$ cat config.mk
export PLATFORM = sky130hd
export DESIGN_NAME = plos_sequencer
export DESIGN_NICKNAME = d
export VERILOG_FILES = /design/src/design/plos_pkg.sv /design/src/design/plos_sequencer.sv /design/src/design/plos_timer.sv /design/src/design/plos_corr_gate.sv
export SDC_FILE = /design/constraint.sdc
export NUM_CORES = 1
export LEC_CHECK = 0
export ABC_AREA = 1
export BUFFER_PORTS_ARGS = -buffer_cell sky130_fd_sc_hd__buf_2
export CAP_MARGIN = 25
export CORE_ASPECT_RATIO = 0.75
export CORE_MARGIN = 2
export CORE_UTILIZATION = 40
export CTS_CLUSTER_SIZE = 28
export DETAILED_ROUTE_END_ITERATION = 16
export GPL_ROUTABILITY_DRIVEN = 0
export GPL_TIMING_DRIVEN = 0
export RECOVER_POWER = 50
export SETUP_SLACK_MARGIN = 0.2
export SYNTH_ARGS = -nofsm -noshare
export SYNTH_HDL_FRONTEND = slang
export SYNTH_HIERARCHICAL = 1
export SYNTH_SLANG_ARGS = --single-unit
$ cat constraint.sdc
create_clock -name sys_clk_i -period 3.5 [get_ports sys_clk_i]
set_input_delay 0.525 -clock sys_clk_i [delete_from_list [all_inputs] [get_ports sys_clk_i]]
set_output_delay 0.525 -clock sys_clk_i [all_outputs]
set_load 0.01 [all_outputs]
$ cat src/design/plos_pkg.sv
// constants and types of the pfc and llc operation sequencer
package plos_pkg;

  // ------------------------------------------------------------
  // clock
  // ------------------------------------------------------------
  localparam int unsigned CLK_HZ = 20_000_000;
  localparam int unsigned CLK_NS = 50;
  localparam int unsigned CYC_PER_MS = CLK_HZ / 1000;

  // ------------------------------------------------------------
  // timing
  // ------------------------------------------------------------
  localparam int unsigned BO_BLANK_MS = 120;
  localparam int unsigned BO_BLANK_CYC = BO_BLANK_MS * CYC_PER_MS;
  localparam int unsigned AR_BREAK_MS = 1000;
  localparam int unsigned AR_BREAK_CYC = AR_BREAK_MS * CYC_PER_MS;
  localparam int unsigned OLP_TIME_MS = 50;
  localparam int unsigned OLP_TIME_CYC = OLP_TIME_MS * CYC_PER_MS;
  localparam int unsigned MAX_PERIOD_US = 40;
  localparam int unsigned MAX_PERIOD_CYC = MAX_PERIOD_US * 1000 / CLK_NS;
  localparam int unsigned ON_MIN_NS = 200;
  localparam int unsigned ON_MIN_CYC = (ON_MIN_NS + CLK_NS - 1) / CLK_NS;
  localparam int unsigned ON_MAX_NS = 20000;
  localparam int unsigned ON_MAX_CYC = ON_MAX_NS / CLK_NS;
  localparam int unsigned INIT_CYC = 4;

  // ------------------------------------------------------------
  // counts and softstart oscillator
  // ------------------------------------------------------------
  localparam logic [3:0] BRIDGE_OVERCURRENT_LEVEL1_LIMIT = 4'h8;
  localparam logic [15:0] TCO_START_PER = 16'h0020;
  localparam logic [15:0] TCO_END_PER = 16'h0080;
  localparam logic [15:0] TCO_STEP_CYC = 16'h0400;

  // ------------------------------------------------------------
  // states
  // ------------------------------------------------------------
  typedef enum logic [1:0] {SYS_INIT, SYS_RUN, SYS_BREAK} plos_sys_t;
  typedef enum logic [1:0] {
    COR_OFF, COR_LOOPCHK, COR_SOFT, COR_NORM
  } plos_cor_t;
  typedef enum logic [1:0] {
    BRG_OFF, BRG_BUSCHK, BRG_SOFT, BRG_NORM
  } plos_brg_t;

endpackage

$ cat src/design/plos_sequencer.sv
// pfc and llc operation sequencer, top level
// ------------------------------------------------------------
// ------------------------------------------------------------
module plos_sequencer
  import plos_pkg::*;
#(
  parameter int unsigned ON_W = 16,
  parameter int unsigned PER_W = 16,
  parameter int unsigned CNT_W = 26,
  parameter int unsigned BO_CYC = BO_BLANK_CYC,
  parameter int unsigned AR_CYC = AR_BREAK_CYC,
  parameter int unsigned OLP_CYC = OLP_TIME_CYC
) (
  input wire logic sys_clk_i,
  input wire logic reset_n_i,
  input wire logic bus_open_loop_i,
  input wire logic bus_near_rated_i,
  input wire logic bus_undervoltage_i,
  input wire logic bridge_startup_bus_i,
  input wire logic bus_overvoltage_firmware_i,
  input wire logic bus_overvoltage_hardware_i,
  input wire logic bus_below_reference_i,
  input wire logic correction_overcurrent_i,
  input wire logic zero_crossing_i,
  input wire logic [ON_W-1:0] on_time_request_i,
  input wire logic line_brownout_i,
  input wire logic long_ccm_i,
  input wire logic bridge_overcurrent_level1_i,
  input wire logic bridge_overcurrent_level2_i,
  input wire logic bridge_feedback_high_i,
  input wire logic [PER_W-1:0] bridge_feedback_period_i,
  input wire logic level2_status_clear_i,
  output logic setup_load_o,
  output logic correction_gate_o,
  output logic bridge_gate_high_o,
  output logic bridge_gate_low_o,
  output logic correction_sense_en_o,
  output logic bridge_sense_en_o,
  output logic integrator_limit_o,
  output logic [PER_W-1:0] bridge_period_o,
  output logic level2_status_o,
  output logic auto_restart_o,
  output logic [1:0] correction_state_o,
  output logic [1:0] bridge_state_o
);

  // ------------------------------------------------------------
  // parameter checks
  // ------------------------------------------------------------
  if (PER_W < 16 || CNT_W > 31 ||
      AR_CYC >= (32'h0000_0001 << CNT_W) ||
      BO_CYC >= (32'h0000_0001 << CNT_W) ||
      OLP_CYC >= (32'h0000_0001 << CNT_W) ||
      AR_CYC < 1 || BO_CYC < 1 || OLP_CYC < 1) begin : g_chk
    $error("plos_sequencer: parameters out of range");
  end

  localparam logic [CNT_W-1:0] AR_LIM = CNT_W'(AR_CYC);
  localparam logic [CNT_W-1:0] BO_LIM = CNT_W'(BO_CYC);
  localparam logic [CNT_W-1:0] OLP_LIM = CNT_W'(OLP_CYC);
  localparam logic [CNT_W-1:0] INIT_LIM = CNT_W'(INIT_CYC);
  localparam logic [PER_W-1:0] P_ONE = {{(PER_W-1){1'b0}}, 1'b1};
  localparam logic [PER_W-1:0] P_START = PER_W'(TCO_START_PER);
  localparam logic [PER_W-1:0] P_END = PER_W'(TCO_END_PER);

  // ------------------------------------------------------------
  // state
  // ------------------------------------------------------------
  plos_sys_t sys_r;
  plos_sys_t sys_nxt;
  plos_cor_t cor_r;
  plos_cor_t cor_nxt;
  plos_brg_t brg_r;
  plos_brg_t brg_nxt;

  logic ovp_block_r;
  logic lvl2_stat_r;
  logic restart_r;
  logic [PER_W-1:0] tco_per_r;
  logic [15:0] tco_tick_r;
  logic [PER_W-1:0] bcnt_r;
  logic [PER_W-1:0] bper_r;
  logic gh_r;
  logic gl_r;
  logic bridge_overcurrent_level1_seen_r;
  logic [3:0] bridge_overcurrent_level1_cnt_r;

  logic init_done;
  logic break_done;
  logic bo_done;
  logic olp_done;

  // ------------------------------------------------------------
  // timers
  // ------------------------------------------------------------
  plos_timer #(.W(CNT_W)) u_init_tmr (
    .sys_clk_i(sys_clk_i),
    .reset_n_i(reset_n_i),
    .run_i(sys_r == SYS_INIT),
    .limit_i(INIT_LIM),
    .done_o(init_done)
  );

  plos_timer #(.W(CNT_W)) u_break_tmr (
    .sys_clk_i(sys_clk_i),
    .reset_n_i(reset_n_i),
    .run_i(sys_r == SYS_BREAK),
    .limit_i(AR_LIM),
    .done_o(break_done)
  );

  plos_timer #(.W(CNT_W)) u_bo_tmr (
    .sys_clk_i(sys_clk_i),
    .reset_n_i(reset_n_i),
    .run_i(line_brownout_i),
    .limit_i(BO_LIM),
    .done_o(bo_done)
  );

  plos_timer #(.W(CNT_W)) u_olp_tmr (
    .sys_clk_i(sys_clk_i),
    .reset_n_i(reset_n_i),
    .run_i(bridge_feedback_high_i && brg_r == BRG_NORM),
    .limit_i(OLP_LIM),
    .done_o(olp_done)
  );

  // ------------------------------------------------------------
  // decode
  // ------------------------------------------------------------
  wire run = (sys_r == SYS_RUN);
  wire cor_en = run && !bo_done;
  wire cor_act = (cor_r == COR_SOFT) || (cor_r == COR_NORM);
  wire brg_act = (brg_r == BRG_SOFT) || (brg_r == BRG_NORM);
  wire ovp_any = bus_overvoltage_firmware_i ||
                 bus_overvoltage_hardware_i;
  wire tco_meet = (bridge_feedback_period_i <= tco_per_r);
  wire [PER_W-1:0] per_sel = (brg_r == BRG_NORM) ?
                             bridge_feedback_period_i : tco_per_r;
  wire [PER_W-1:0] half = bper_r >> 1;
  wire cyc_end = brg_act && (bcnt_r + P_ONE >= bper_r);
  wire bridge_overcurrent_level1_hit = bridge_overcurrent_level1_seen_r || bridge_overcurrent_level1_i;
  wire bridge_overcurrent_level1_trip = cyc_end && bridge_overcurrent_level1_hit &&
                   (bridge_overcurrent_level1_cnt_r == BRIDGE_OVERCURRENT_LEVEL1_LIMIT);
  wire ccm_trip = long_ccm_i && cor_act;
  wire ar_req = bridge_overcurrent_level2_i ||
                bridge_overcurrent_level1_trip || olp_done || ccm_trip;
  wire tco_step = (tco_tick_r >= TCO_STEP_CYC - 16'h0001);
  wire [PER_W-1:0] tco_nxt = (tco_step && tco_per_r < P_END) ?
                             tco_per_r + P_ONE : tco_per_r;
  wire [PER_W-1:0] bcnt_nxt = cyc_end ? '0 : bcnt_r + P_ONE;
  wire [3:0] bridge_overcurrent_level1_nxt = bridge_overcurrent_level1_hit ? bridge_overcurrent_level1_cnt_r + 4'h1 : 4'h0;

  // ------------------------------------------------------------
  // system sequence
  // ------------------------------------------------------------
  always_comb begin
    sys_nxt = sys_r;
    unique case (sys_r)
      SYS_INIT: begin
        if (init_done) begin
          sys_nxt = SYS_RUN;
        end
      end
      SYS_RUN: begin
        if (ar_req) begin
          sys_nxt = SYS_BREAK;
        end
      end
      SYS_BREAK: begin
        if (break_done) begin
          sys_nxt = SYS_RUN;
        end
      end
      default: sys_nxt = SYS_INIT;
    endcase
  end

  // ------------------------------------------------------------
  // correction stage sequence
  // ------------------------------------------------------------
  always_comb begin
    cor_nxt = cor_r;
    unique case (cor_r)
      COR_OFF: begin
        if (cor_en) begin
          cor_nxt = COR_LOOPCHK;
        end
      end
      COR_LOOPCHK: begin
        if (!bus_open_loop_i) begin
          cor_nxt = COR_SOFT;
        end
      end
      COR_SOFT: begin
        if (bus_near_rated_i) begin
          cor_nxt = COR_NORM;
        end
      end
      COR_NORM: cor_nxt = COR_NORM;
    endcase
    if (!cor_en || ar_req) begin
      cor_nxt = COR_OFF;
    end
  end

  // ------------------------------------------------------------
  // bridge sequence
  // ------------------------------------------------------------
  always_comb begin
    brg_nxt = brg_r;
    unique case (brg_r)
      BRG_OFF: begin
        if (run) begin
          brg_nxt = restart_r ? BRG_SOFT : BRG_BUSCHK;
        end
      end
      BRG_BUSCHK: begin
        if (bridge_startup_bus_i) begin
          brg_nxt = BRG_SOFT;
        end
      end
      BRG_SOFT: begin
        if (bus_undervoltage_i) begin
          brg_nxt = BRG_BUSCHK;
        end else if (tco_meet) begin
          brg_nxt = BRG_NORM;
        end
      end
      BRG_NORM: begin
        if (bus_undervoltage_i) begin
          brg_nxt = BRG_BUSCHK;
        end
      end
    endcase
    if (!run || ar_req) begin
      brg_nxt = BRG_OFF;
    end
  end

  // ------------------------------------------------------------
  // state registers
  // ------------------------------------------------------------
  always_ff @(posedge sys_clk_i) begin
    if (!reset_n_i) begin
      sys_r <= SYS_INIT;
      cor_r <= COR_OFF;
      brg_r <= BRG_OFF;
    end else begin
      sys_r <= sys_nxt;
      cor_r <= cor_nxt;
      brg_r <= brg_nxt;
    end
  end

  // after a break the bridge skips the bus check
  always_ff @(posedge sys_clk_i) begin
    if (!reset_n_i) begin
      restart_r <= 1'b0;
    end else if (sys_r == SYS_BREAK) begin
      restart_r <= 1'b1;
    end else if (brg_r != BRG_OFF) begin
      restart_r <= 1'b0;
    end
  end

  // ------------------------------------------------------------
  // overvoltage gate block, set wins over release
  // ------------------------------------------------------------
  always_ff @(posedge sys_clk_i) begin
    if (!reset_n_i) begin
      ovp_block_r <= 1'b0;
    end else if (ovp_any) begin
      ovp_block_r <= 1'b1;
    end else if (bus_below_reference_i) begin
      ovp_block_r <= 1'b0;
    end
  end

  // ------------------------------------------------------------
  // level-2 comparator status, set wins over clear
  // ------------------------------------------------------------
  always_ff @(posedge sys_clk_i) begin
    if (!reset_n_i) begin
      lvl2_stat_r <= 1'b0;
    end else if (bridge_overcurrent_level2_i) begin
      lvl2_stat_r <= 1'b1;
    end else if (level2_status_clear_i) begin
      lvl2_stat_r <= 1'b0;
    end
  end

  // ------------------------------------------------------------
  // softstart oscillator, period grows with time
  // ------------------------------------------------------------
  always_ff @(posedge sys_clk_i) begin
    if (!reset_n_i || brg_r != BRG_SOFT) begin
      tco_per_r <= P_START;
      tco_tick_r <= 16'h0000;
    end else begin
      tco_per_r <= tco_nxt;
      tco_tick_r <= tco_step ? 16'h0000 : tco_tick_r + 16'h0001;
    end
  end

  // ------------------------------------------------------------
  // bridge switching cycle and gates
  // ------------------------------------------------------------
  always_ff @(posedge sys_clk_i) begin
    if (!reset_n_i || !brg_act) begin
      bcnt_r <= '0;
      bper_r <= P_START;
      gh_r <= 1'b0;
      gl_r <= 1'b0;
    end else begin
      bcnt_r <= bcnt_nxt;
      bper_r <= cyc_end ? per_sel : bper_r;
      gh_r <= (bcnt_r < half);
      gl_r <= (bcnt_r >= half);
    end
  end

  // ------------------------------------------------------------
  // consecutive level-1 overcurrent count
  // ------------------------------------------------------------
  always_ff @(posedge sys_clk_i) begin
    if (!reset_n_i || !brg_act) begin
      bridge_overcurrent_level1_seen_r <= 1'b0;
      bridge_overcurrent_level1_cnt_r <= 4'h0;
    end else if (cyc_end) begin
      bridge_overcurrent_level1_seen_r <= 1'b0;
      bridge_overcurrent_level1_cnt_r <= bridge_overcurrent_level1_nxt;
    end else if (bridge_overcurrent_level1_i) begin
      bridge_overcurrent_level1_seen_r <= 1'b1;
    end
  end

  // ------------------------------------------------------------
  // correction gate
  // ------------------------------------------------------------
  plos_corr_gate #(.W(ON_W)) u_corr_gate (
    .sys_clk_i(sys_clk_i),
    .reset_n_i(reset_n_i),
    .enable_i(cor_act),
    .zero_cross_i(zero_crossing_i),
    .overcurrent_i(correction_overcurrent_i),
    .block_i(ovp_block_r),
    .on_req_i(on_time_request_i),
    .gate_o(correction_gate_o)
  );

  // ------------------------------------------------------------
  // outputs
  // ------------------------------------------------------------
  assign setup_load_o = (sys_r == SYS_INIT);
  assign bridge_gate_high_o = gh_r;
  assign bridge_gate_low_o = gl_r;
  assign correction_sense_en_o = (cor_r != COR_OFF);
  assign bridge_sense_en_o = (brg_r != BRG_OFF);
  assign integrator_limit_o = (cor_r == COR_SOFT);
  assign bridge_period_o = bper_r;
  assign level2_status_o = lvl2_stat_r;
  assign auto_restart_o = (sys_r == SYS_BREAK);
  assign correction_state_o = cor_r;
  assign bridge_state_o = brg_r;

endmodule

$ cat src/design/plos_timer.sv
// run-length timer: done while run has held for limit cycles
module plos_timer
  import plos_pkg::*;
#(
  parameter int unsigned W = 26
) (
  input wire logic sys_clk_i,
  input wire logic reset_n_i,
  input wire logic run_i,
  input wire logic [W-1:0] limit_i,
  output logic done_o
);

  if (W < 2) begin : g_chk
    $error("plos_timer: W too small");
  end

  logic [W-1:0] cnt_r;
  logic [W-1:0] cnt_nxt;
  wire at_limit = (cnt_r >= limit_i);

  assign cnt_nxt = at_limit ? cnt_r : cnt_r + {{(W-1){1'b0}}, 1'b1};
  assign done_o = run_i && at_limit;

  always_ff @(posedge sys_clk_i) begin
    if (!reset_n_i || !run_i) begin
      cnt_r <= '0;
    end else begin
      cnt_r <= cnt_nxt;
    end
  end

endmodule

$ cat src/design/plos_corr_gate.sv
// correction-stage gate pulse generator
module plos_corr_gate
  import plos_pkg::*;
#(
  parameter int unsigned W = 16
) (
  input wire logic sys_clk_i,
  input wire logic reset_n_i,
  input wire logic enable_i,
  input wire logic zero_cross_i,
  input wire logic overcurrent_i,
  input wire logic block_i,
  input wire logic [W-1:0] on_req_i,
  output logic gate_o
);

  if (W < 10 || W > 31) begin : g_chk
    $error("plos_corr_gate: W out of range");
  end

  localparam logic [W-1:0] MIN_ON = W'(ON_MIN_CYC);
  localparam logic [W-1:0] MAX_ON = W'(ON_MAX_CYC);
  localparam logic [W-1:0] MAX_PER = W'(MAX_PERIOD_CYC - 1);
  localparam logic [W-1:0] ONE = {{(W-1){1'b0}}, 1'b1};

  logic gate_r;
  logic [W-1:0] on_cnt_r;
  logic [W-1:0] per_cnt_r;

  wire [W-1:0] on_len = (on_req_i > MAX_ON) ? MAX_ON : on_req_i;
  wire allow = !block_i && (on_req_i >= MIN_ON);
  wire start = !gate_r && (zero_cross_i || per_cnt_r >= MAX_PER);
  wire fire = enable_i && start && allow;
  wire stop = overcurrent_i || block_i || (on_cnt_r + ONE >= on_len);
  wire [W-1:0] per_nxt = (per_cnt_r >= MAX_PER) ? per_cnt_r
                         : per_cnt_r + ONE;

  assign gate_o = gate_r;

  always_ff @(posedge sys_clk_i) begin
    if (!reset_n_i || !enable_i) begin
      gate_r <= 1'b0;
      on_cnt_r <= '0;
      per_cnt_r <= '0;
    end else if (fire) begin
      gate_r <= 1'b1;
      on_cnt_r <= '0;
      per_cnt_r <= '0;
    end else begin
      gate_r <= gate_r && !stop;
      on_cnt_r <= on_cnt_r + ONE;
      per_cnt_r <= per_nxt;
    end
  end

endmodule

==> impl_metrics.py, run 1 <==
metrics = {
    "run_status": {
        "status": "finished clean",
    },
    "routing": {
        "num_vias": 16634,
        "ant_nets": 0,
        "wl_um": 42800,
        "dr.pass1.iters": 5,
        "drc": 0,
        "wire_per_inst_um": 11.9,
        "drt_iter0_drc": 908,
        "avgViaCountPerCell": 4.65,
    },
    "sta": {
        "worst_hold_slack_ns": 0.200,
        "rsz0062_at_grt": "true",
        "slew_violations": 0,
        "final-setup-viol-count": 0,
        "finClkSkew_ns": 0.0125,
        "fin_crit_sh_pct": 86.5,
        "max_slew.worst_pin.slew_ns": 0.729,
        "setup_tns_ns": 0,
        "max_freq_ghz": 0.330,
        "hold_viol": 0,
        "period_minus_slack_ns": 3.03,
        "slew_headroom_pct": 51.4,
    },
    "power": {
        "leakage_nw": 9.03,
        "peakVddDrop_uv": 358,
        "powerDensity_mw_per_mm2": 289,
        "fin_total_pwr_mw": 5.63,
    },
    "logic_synthesis": {
        "synth-seq-cells": 217,
        "synth_edf_count": 0,
        "ys_types": 57,
        "postSynthAreaPerCell_um2": 6.21,
        "async_flop_share_pct": 0,
        "postSynthCellCount": 2772,
        "ys_warn_count": 6,
        "synthFlopType": "dfxtp_1",
        "syn-cell-area_mm2": 0.0172,
        "seq_area_frac_synth_pct": 25.2,
    },
    "clock_tree": {
        "htreeDepth": 1,
        "cts_root_buf": "clkbuf_16",
        "path_clk_slew_ns": 0.06,
        "cts_buffer_depth": 3,
        "numCtsBuffers": 27,
        "cts.sinks": 217,
        "cts_tree": "built",
        "clock_latency_ns": 0.56,
        "cts_hold_buf": 0,
    },
    "setup_path": {
        "critPathCaptureType": "flip-flop",
        "cp_data_required_time_ns": 3.94,
        "cp.buffers_inverters": 2,
        "crit_top_cell": "nand2_1",
        "arrival_ns": 3.46,
        "r2r_start": "bcnt_r[0]$_SDFF_PP0_",
        "cp-start-kind": "flip-flop",
        "critical_path.top_delay_family": "simple AND/OR/NAND/NOR gates",
        "cp_max_fo": 10,
        "critical_path.startpoint": "bcnt_r[0]$_SDFF_PP0_",
        "path_class": "reg -> reg",
        "path_cells": "ha_1, nand2_1, nor2_2, nand2_2, nor3_4, nand3_2, nor2_4, nand2_1, xor2_1, inv_1, ha_1, nand2_1, nor3_2, nand2_1, nand2_4, nand2_2, clkbuf_4, o21ai_0, a21oi_1",
        "crit_slowest_cell": "dfxtp_4",
        "cpPeakStageDelay_ns": 0.38,
    },
    "job": {
        "maxCapViolCount": 0,
    },
    "grt": {
        "grt_pass1_vias": 15142,
        "antenna_found_initial": 1,
        "grt_max_degree": 14,
        "grt_pass1_wl_um": 72100,
        "grtUsageTotal_pct": 19.1,
        "grt.overflow.total": 0,
    },
    "cells_and_area": {
        "syn2layout_area_growth_pct": 13.3,
        "layout.cells.most_common": "nand2_1",
        "finalNetCount": 3223,
        "final_util_pct": 46.1,
        "drive_above_1_share_pct": 8.20,
        "fin_area_mm2": 0.0195,
        "antenna_cells": 0,
        "layout_common_cells": "nand2_1, inv_1, nor2_1",
    },
    "placement": {
        "postPlaceCellArea_mm2": 0.0187,
        "hpwl_um": 33900,
        "port_buffers": 77,
    },
    "die": {
        "die_w_um": 244,
        "initial_utilization_pct": 40.7,
        "die-area_mm2": 0.0447,
        "die_height_um": 184,
        "core_region_area_mm2": 0.0423,
        "row_count": 65,
        "pin_count": 78,
    },
    "worst_hold_path": {
        "hp-start": "bridge_overcurrent_level2_i",
        "hp-class": "in -> reg",
    },
}
-- Yosys cell counts, types with 8 or more instances --
cell type	instances	area, µm²
nor3_1	34	170
inv_2	13	48.8
clkinv_1	9	33.8
nand2_2	26	163
nand4_1	55	344
buf_6	22	248
buf_2	8	40.0
nand3_1	161	806
nor2_1	395	1480
o21ai_0	44	220
ha_1	178	2230
a21oi_1	107	536
nor3b_1	10	75.1
dfxtp_1	217	4340
nand2_1	768	2880
nand3_2	10	100
inv_1	538	2020
xor2_1	29	254
nor2_2	46	288
-- cell families (layout without fill, tap and decap cells) --
group / Yosys count / count (layout) / share of synthesized area, %
and+or+nand+nor: 1557 / 1557 / 39.8
buffers and inverters: 604 / 729 / 14.4
DFF: 217 / 217 / 25.2
AOI/OAI and AO/OA: 181 / 181 / 5.89
adders and majority gates: 178 / 178 / 12.9
xor gates and xnor gates: 32 / 32 / 1.67
other: 3 / 117 / 0.0654
-- metrics by stage --
step                      setup WS, ns  std cells
after floorplan                  0.772       2886
after global placement           0.116       3532
after detailed placement         0.107       3532
after CTS                        0.259       3577
after global routing             0.127       3580
final                            0.471       3580
-- layout make-up --
type | instances | area [µm²]
clock inverters | 7 | 139
repair buffers | 81 | 379
clock buffers | 37 | 753
inverters | 565 | 2130
well taps | 569 | 712
fillers | 4470 | 22800
flip-flops and latches | 217 | 4350
plain buffers | 39 | 267
multi-input cells | 2065 | 10800
-- flip-flops by register name (all words and copies together), names as in the netlist, 4 cells and up --
| name | cells |
|---|---|
| u_init_tmr/cnt_r | 26 |
| u_corr_gate/per_cnt_r | 16 |
| tco_per_r | 16 |
| bridge_overcurrent_level1_cnt_r | 4 |
| bridge_period_o | 16 |
| u_corr_gate/on_cnt_r | 16 |
| bcnt_r | 16 |
| u_olp_tmr/cnt_r | 26 |
| u_bo_tmr/cnt_r | 26 |
| u_break_tmr/cnt_r | 26 |
| tco_tick_r | 16 |
-- timing repair --
item / in CTS / in global routing
setup buffers: 1 / 3
pin swaps: 1 / 6
setup endpoints to repair: 24 / 43
gates resized for setup: 5 / 25
-- metal layers --
| layer | GRT usage (%) | routed length [µm] |
|---|---|---|
| met1 | 27.2 | 21700 |
| met2 | 30.8 | 18300 |
| met3 | 2.42 | 1920 |
| met4 | 4.05 | 877 |
| met5 | 0 | 0 |
-- where the power goes --
part / switching, mW / internal, mW
combinational: 0.167 / 0.0955
clock: 1.10 / 1.78
sequential: 0.00795 / 2.48
-- worst reg2reg max path: stages (launching register included) --
cell	delay, ns
dfxtp_4	0.38
ha_1	0.17
nand2_1	0.09
nor2_2	0.12
nand2_2	0.11
nor3_4	0.24
nand3_2	0.13
nor2_4	0.13
nand2_1	0.06
xor2_1	0.17
inv_1	0.07
ha_1	0.27
nand2_1	0.07
nor3_2	0.15
nand2_1	0.10
nand2_4	0.12
nand2_2	0.11
clkbuf_4	0.20
o21ai_0	0.16
a21oi_1	0.06
-- final timing paths --
| path | cells past startpoint | slack, ns | end |
|---|---|---|---|
| worst max-delay path | 19 | 0.47 | bridge_period_o[6]$_SDFFE_PP0P_ |
| worst min-delay path | 3 | 0.20 | level2_status_o$_SDFFE_PN0P_ |
| worst max register to register | 19 | 0.47 | bridge_period_o[6]$_SDFFE_PP0P_ |
| worst min register to register | 2 | 0.43 | u_corr_gate/per_cnt_r[13]$_SDFFE_PP0N_ |
Power figures use the tool's default switching activity.
==> inputs of run 2 (changes only) <==
GPL_TIMING_DRIVEN = not set   (was 0)
SYNTH_HIERARCHICAL = not set   (was 1)
==> impl_metrics.py, run 2 <==
metrics = {
    "sta": {
        "final-setup-viol-count": 0,
        "max_slew.worst_pin.slew_ns": 1.07,
        "max_freq_ghz": 0.317,
        "postLayoutSetupSlackWorst_ns": 0.344,
        "rsz0062_at_grt": "true",
        "slew_headroom_pct": 28.5,
        "worst_hold_slack_ns": 0.261,
        "setup_tns_ns": 0,
        "period_minus_slack_ns": 3.16,
        "slew_violations": 0,
        "fin_crit_sh_pct": 90.2,
        "hold_viol": 0,
        "finClkSkew_ns": 0.0102,
    },
    "logic_synthesis": {
        "async_flop_share_pct": 0,
        "synth_edf_count": 0,
        "synth_compound_area_share_pct": 10.5,
        "synth_top_family_by_area": "simple AND/OR/NAND/NOR gates",
        "synth_commonest_cells": "inv_1, nand2_1, nor2_1",
        "synthMuxAreaShare_pct": 0.100,
        "synthSimpleGateAreaFrac_pct": 28.3,
        "synth-seq-cells": 217,
        "synth_largest_type_area_fraction_pct": 38.7,
        "ys_types": 44,
        "ys_warn_count": 0,
        "syn-cell-area_mm2": 0.0112,
        "synthTopCellsByArea": "dfxtp_1, inv_1, nand2_1",
        "seq_area_frac_synth_pct": 38.7,
        "synth.most_common_cell": "inv_1",
        "synth_xor_area_share_pct": 3.51,
        "synth.largest_area_cell": "dfxtp_1",
        "postSynthAreaPerCell_um2": 7.07,
        "synthFlopType": "dfxtp_1",
        "postSynthCellCount": 1589,
        "synth-adder-area-share_pct": 8.69,
    },
    "cells_and_area": {
        "final_util_pct": 46.7,
        "ff_latch_area_mm2": 0.00435,
        "layout.cells.most_common": "inv_1",
        "layout_common_cells": "inv_1, nand2_1, nor2_1",
        "fillers": 2830,
        "syn2layout_area_growth_pct": 15.5,
        "finalNetCount": 1813,
        "instances_no_fill": 2060,
        "fin_area_mm2": 0.0130,
        "drive_above_1_share_pct": 7.76,
        "multi_input_area_mm2": 0.00584,
    },
    "setup_path": {
        "cp.buffers_inverters": 3,
        "cp-start-kind": "flip-flop",
        "path_cells": "ha_2, nand2_1, nor2_2, nand3_2, nor2_4, nand2_2, nor2_4, nand2_2, nor2_2, xnor2_1, inv_1, ha_1, nand4_1, nor2_1, nand2_1, inv_1, nand2_1, nand2_4, nand4_1, nand2_2, buf_4, a21oi_2",
        "cpPeakStageDelay_ns": 0.36,
        "arrival_ns": 3.55,
        "critPathCaptureType": "flip-flop",
        "critical_path.startpoint": "bcnt_r[0]$_SDFF_PP0_",
        "cp.depth": 22,
        "rr_worst_depth": 22,
        "critical_path.top_delay_family": "simple AND/OR/NAND/NOR gates",
        "path_class": "reg -> reg",
        "r2r_start": "bcnt_r[0]$_SDFF_PP0_",
        "cp_max_fo": 4,
        "cp_data_required_time_ns": 3.89,
        "crit_slowest_cell": "dfxtp_4",
    },
    "clock_tree": {
        "cts_tree": "built",
        "path_clk_slew_ns": 0.06,
        "cts_hold_buf": 0,
        "clock_latency_ns": 0.51,
        "numCtsBuffers": 23,
        "cts_root_buf": "clkbuf_16",
        "cts_buffer_depth": 3,
        "htreeDepth": 1,
        "cts.sinks": 217,
    },
    "power": {
        "leakage_nw": 5.20,
        "powerDensity_mw_per_mm2": 414,
        "fin_total_pwr_mw": 5.37,
        "peakVddDrop_uv": 292,
    },
    "die": {
        "pin_count": 78,
        "initial_utilization_pct": 40.4,
        "die_w_um": 197,
        "die-area_mm2": 0.0294,
        "row_count": 53,
        "core_region_area_mm2": 0.0278,
        "die_height_um": 149,
    },
    "placement": {
        "pre_cts_ws_ns": 0.137,
        "port_buffers": 77,
        "dpl.cell_count": 2013,
        "postPlaceCellArea_mm2": 0.0120,
        "hpwl_um": 19000,
    },
    "routing": {
        "ant_nets": 0,
        "avgViaCountPerCell": 4.82,
        "num_vias": 9936,
        "drt_iter0_drc": 501,
        "wire_per_inst_um": 12.3,
        "wl_um": 25300,
        "drc": 0,
        "dr.pass1.iters": 5,
    },
    "grt": {
        "grt.overflow.total": 0,
        "grtUsageTotal_pct": 17.4,
        "antenna_found_initial": 0,
        "grt_pass1_wl_um": 43000,
        "grt_max_degree": 33,
        "grt_pass1_vias": 9116,
    },
    "worst_hold_path": {
        "hp-class": "in -> reg",
        "hp-start": "level2_status_clear_i",
        "hold_depth": 4,
    },
    "job": {
        "maxCapViolCount": 0,
    },
    "run_status": {
        "status": "finished clean",
    },
}
==> run 2: metal layers <==
layer	up-vias	wire length, µm	GRT usage [%]
li1	5301	-	-
met2	168	10600	26.9
met5	-	0	0
met4	0	405	3.57
met3	31	1140	2.49
met1	4436	13200	25.8
==> run 2: final cells by class <==
cell class | instances | area share, %
tap | 357 | 3.44
clock inverter | 11 | 1.28
multi-input combinational | 1083 | 45.0
sequential | 217 | 33.5
inverter | 272 | 7.91
clock buffer | 30 | 5.02
antenna | 1 | 0.0193
timing repair buffer | 89 | 3.77
==> run 2: path summary, 6_finish.rpt <==
kind	slack (ns)	endpoint
setup reg to reg	0.34	sys_r[0]$_SDFFE_PN0P_
hold reg to reg	0.43	u_init_tmr.cnt_r[13]$_SDFFE_PP0N_
setup / recovery	0.34	sys_r[0]$_SDFFE_PN0P_
hold / removal	0.26	level2_status_o$_SDFFE_PN0P_
==> run 2: logic make-up (layout without fill, tap and decap cells) <==
kind of cell             after synthesis  after routing
other                                  2             14
flip-flops                           217            217
buffers and inverters                300            402
XOR/XNOR                              45             45
adder cells (fa/ha/maj)               78             78
multiplexers                           1              1
AO/OA/AOI/OAI                        217            217
AND/OR/NAND/NOR                      729            729
==> run 2: report_power, final <==
part	switching (mW)	internal [mW]
logic	0.156	0.0861
registers	0.0163	2.50
clock network	1.01	1.61
total	1.18	4.19
==> run 2: timing repair <==
item	CTS	global route
pin swaps	0	7
setup endpoints to repair	15	44
gates cloned	0	2
gates resized for setup	2	24
setup buffers	0	3
==> run 2: worst min-delay path, cell delays in order <==
cell and delay [ns]:
buf_2 0.08, inv_1 0.03, nand2_1 0.04, a21oi_1 0.05
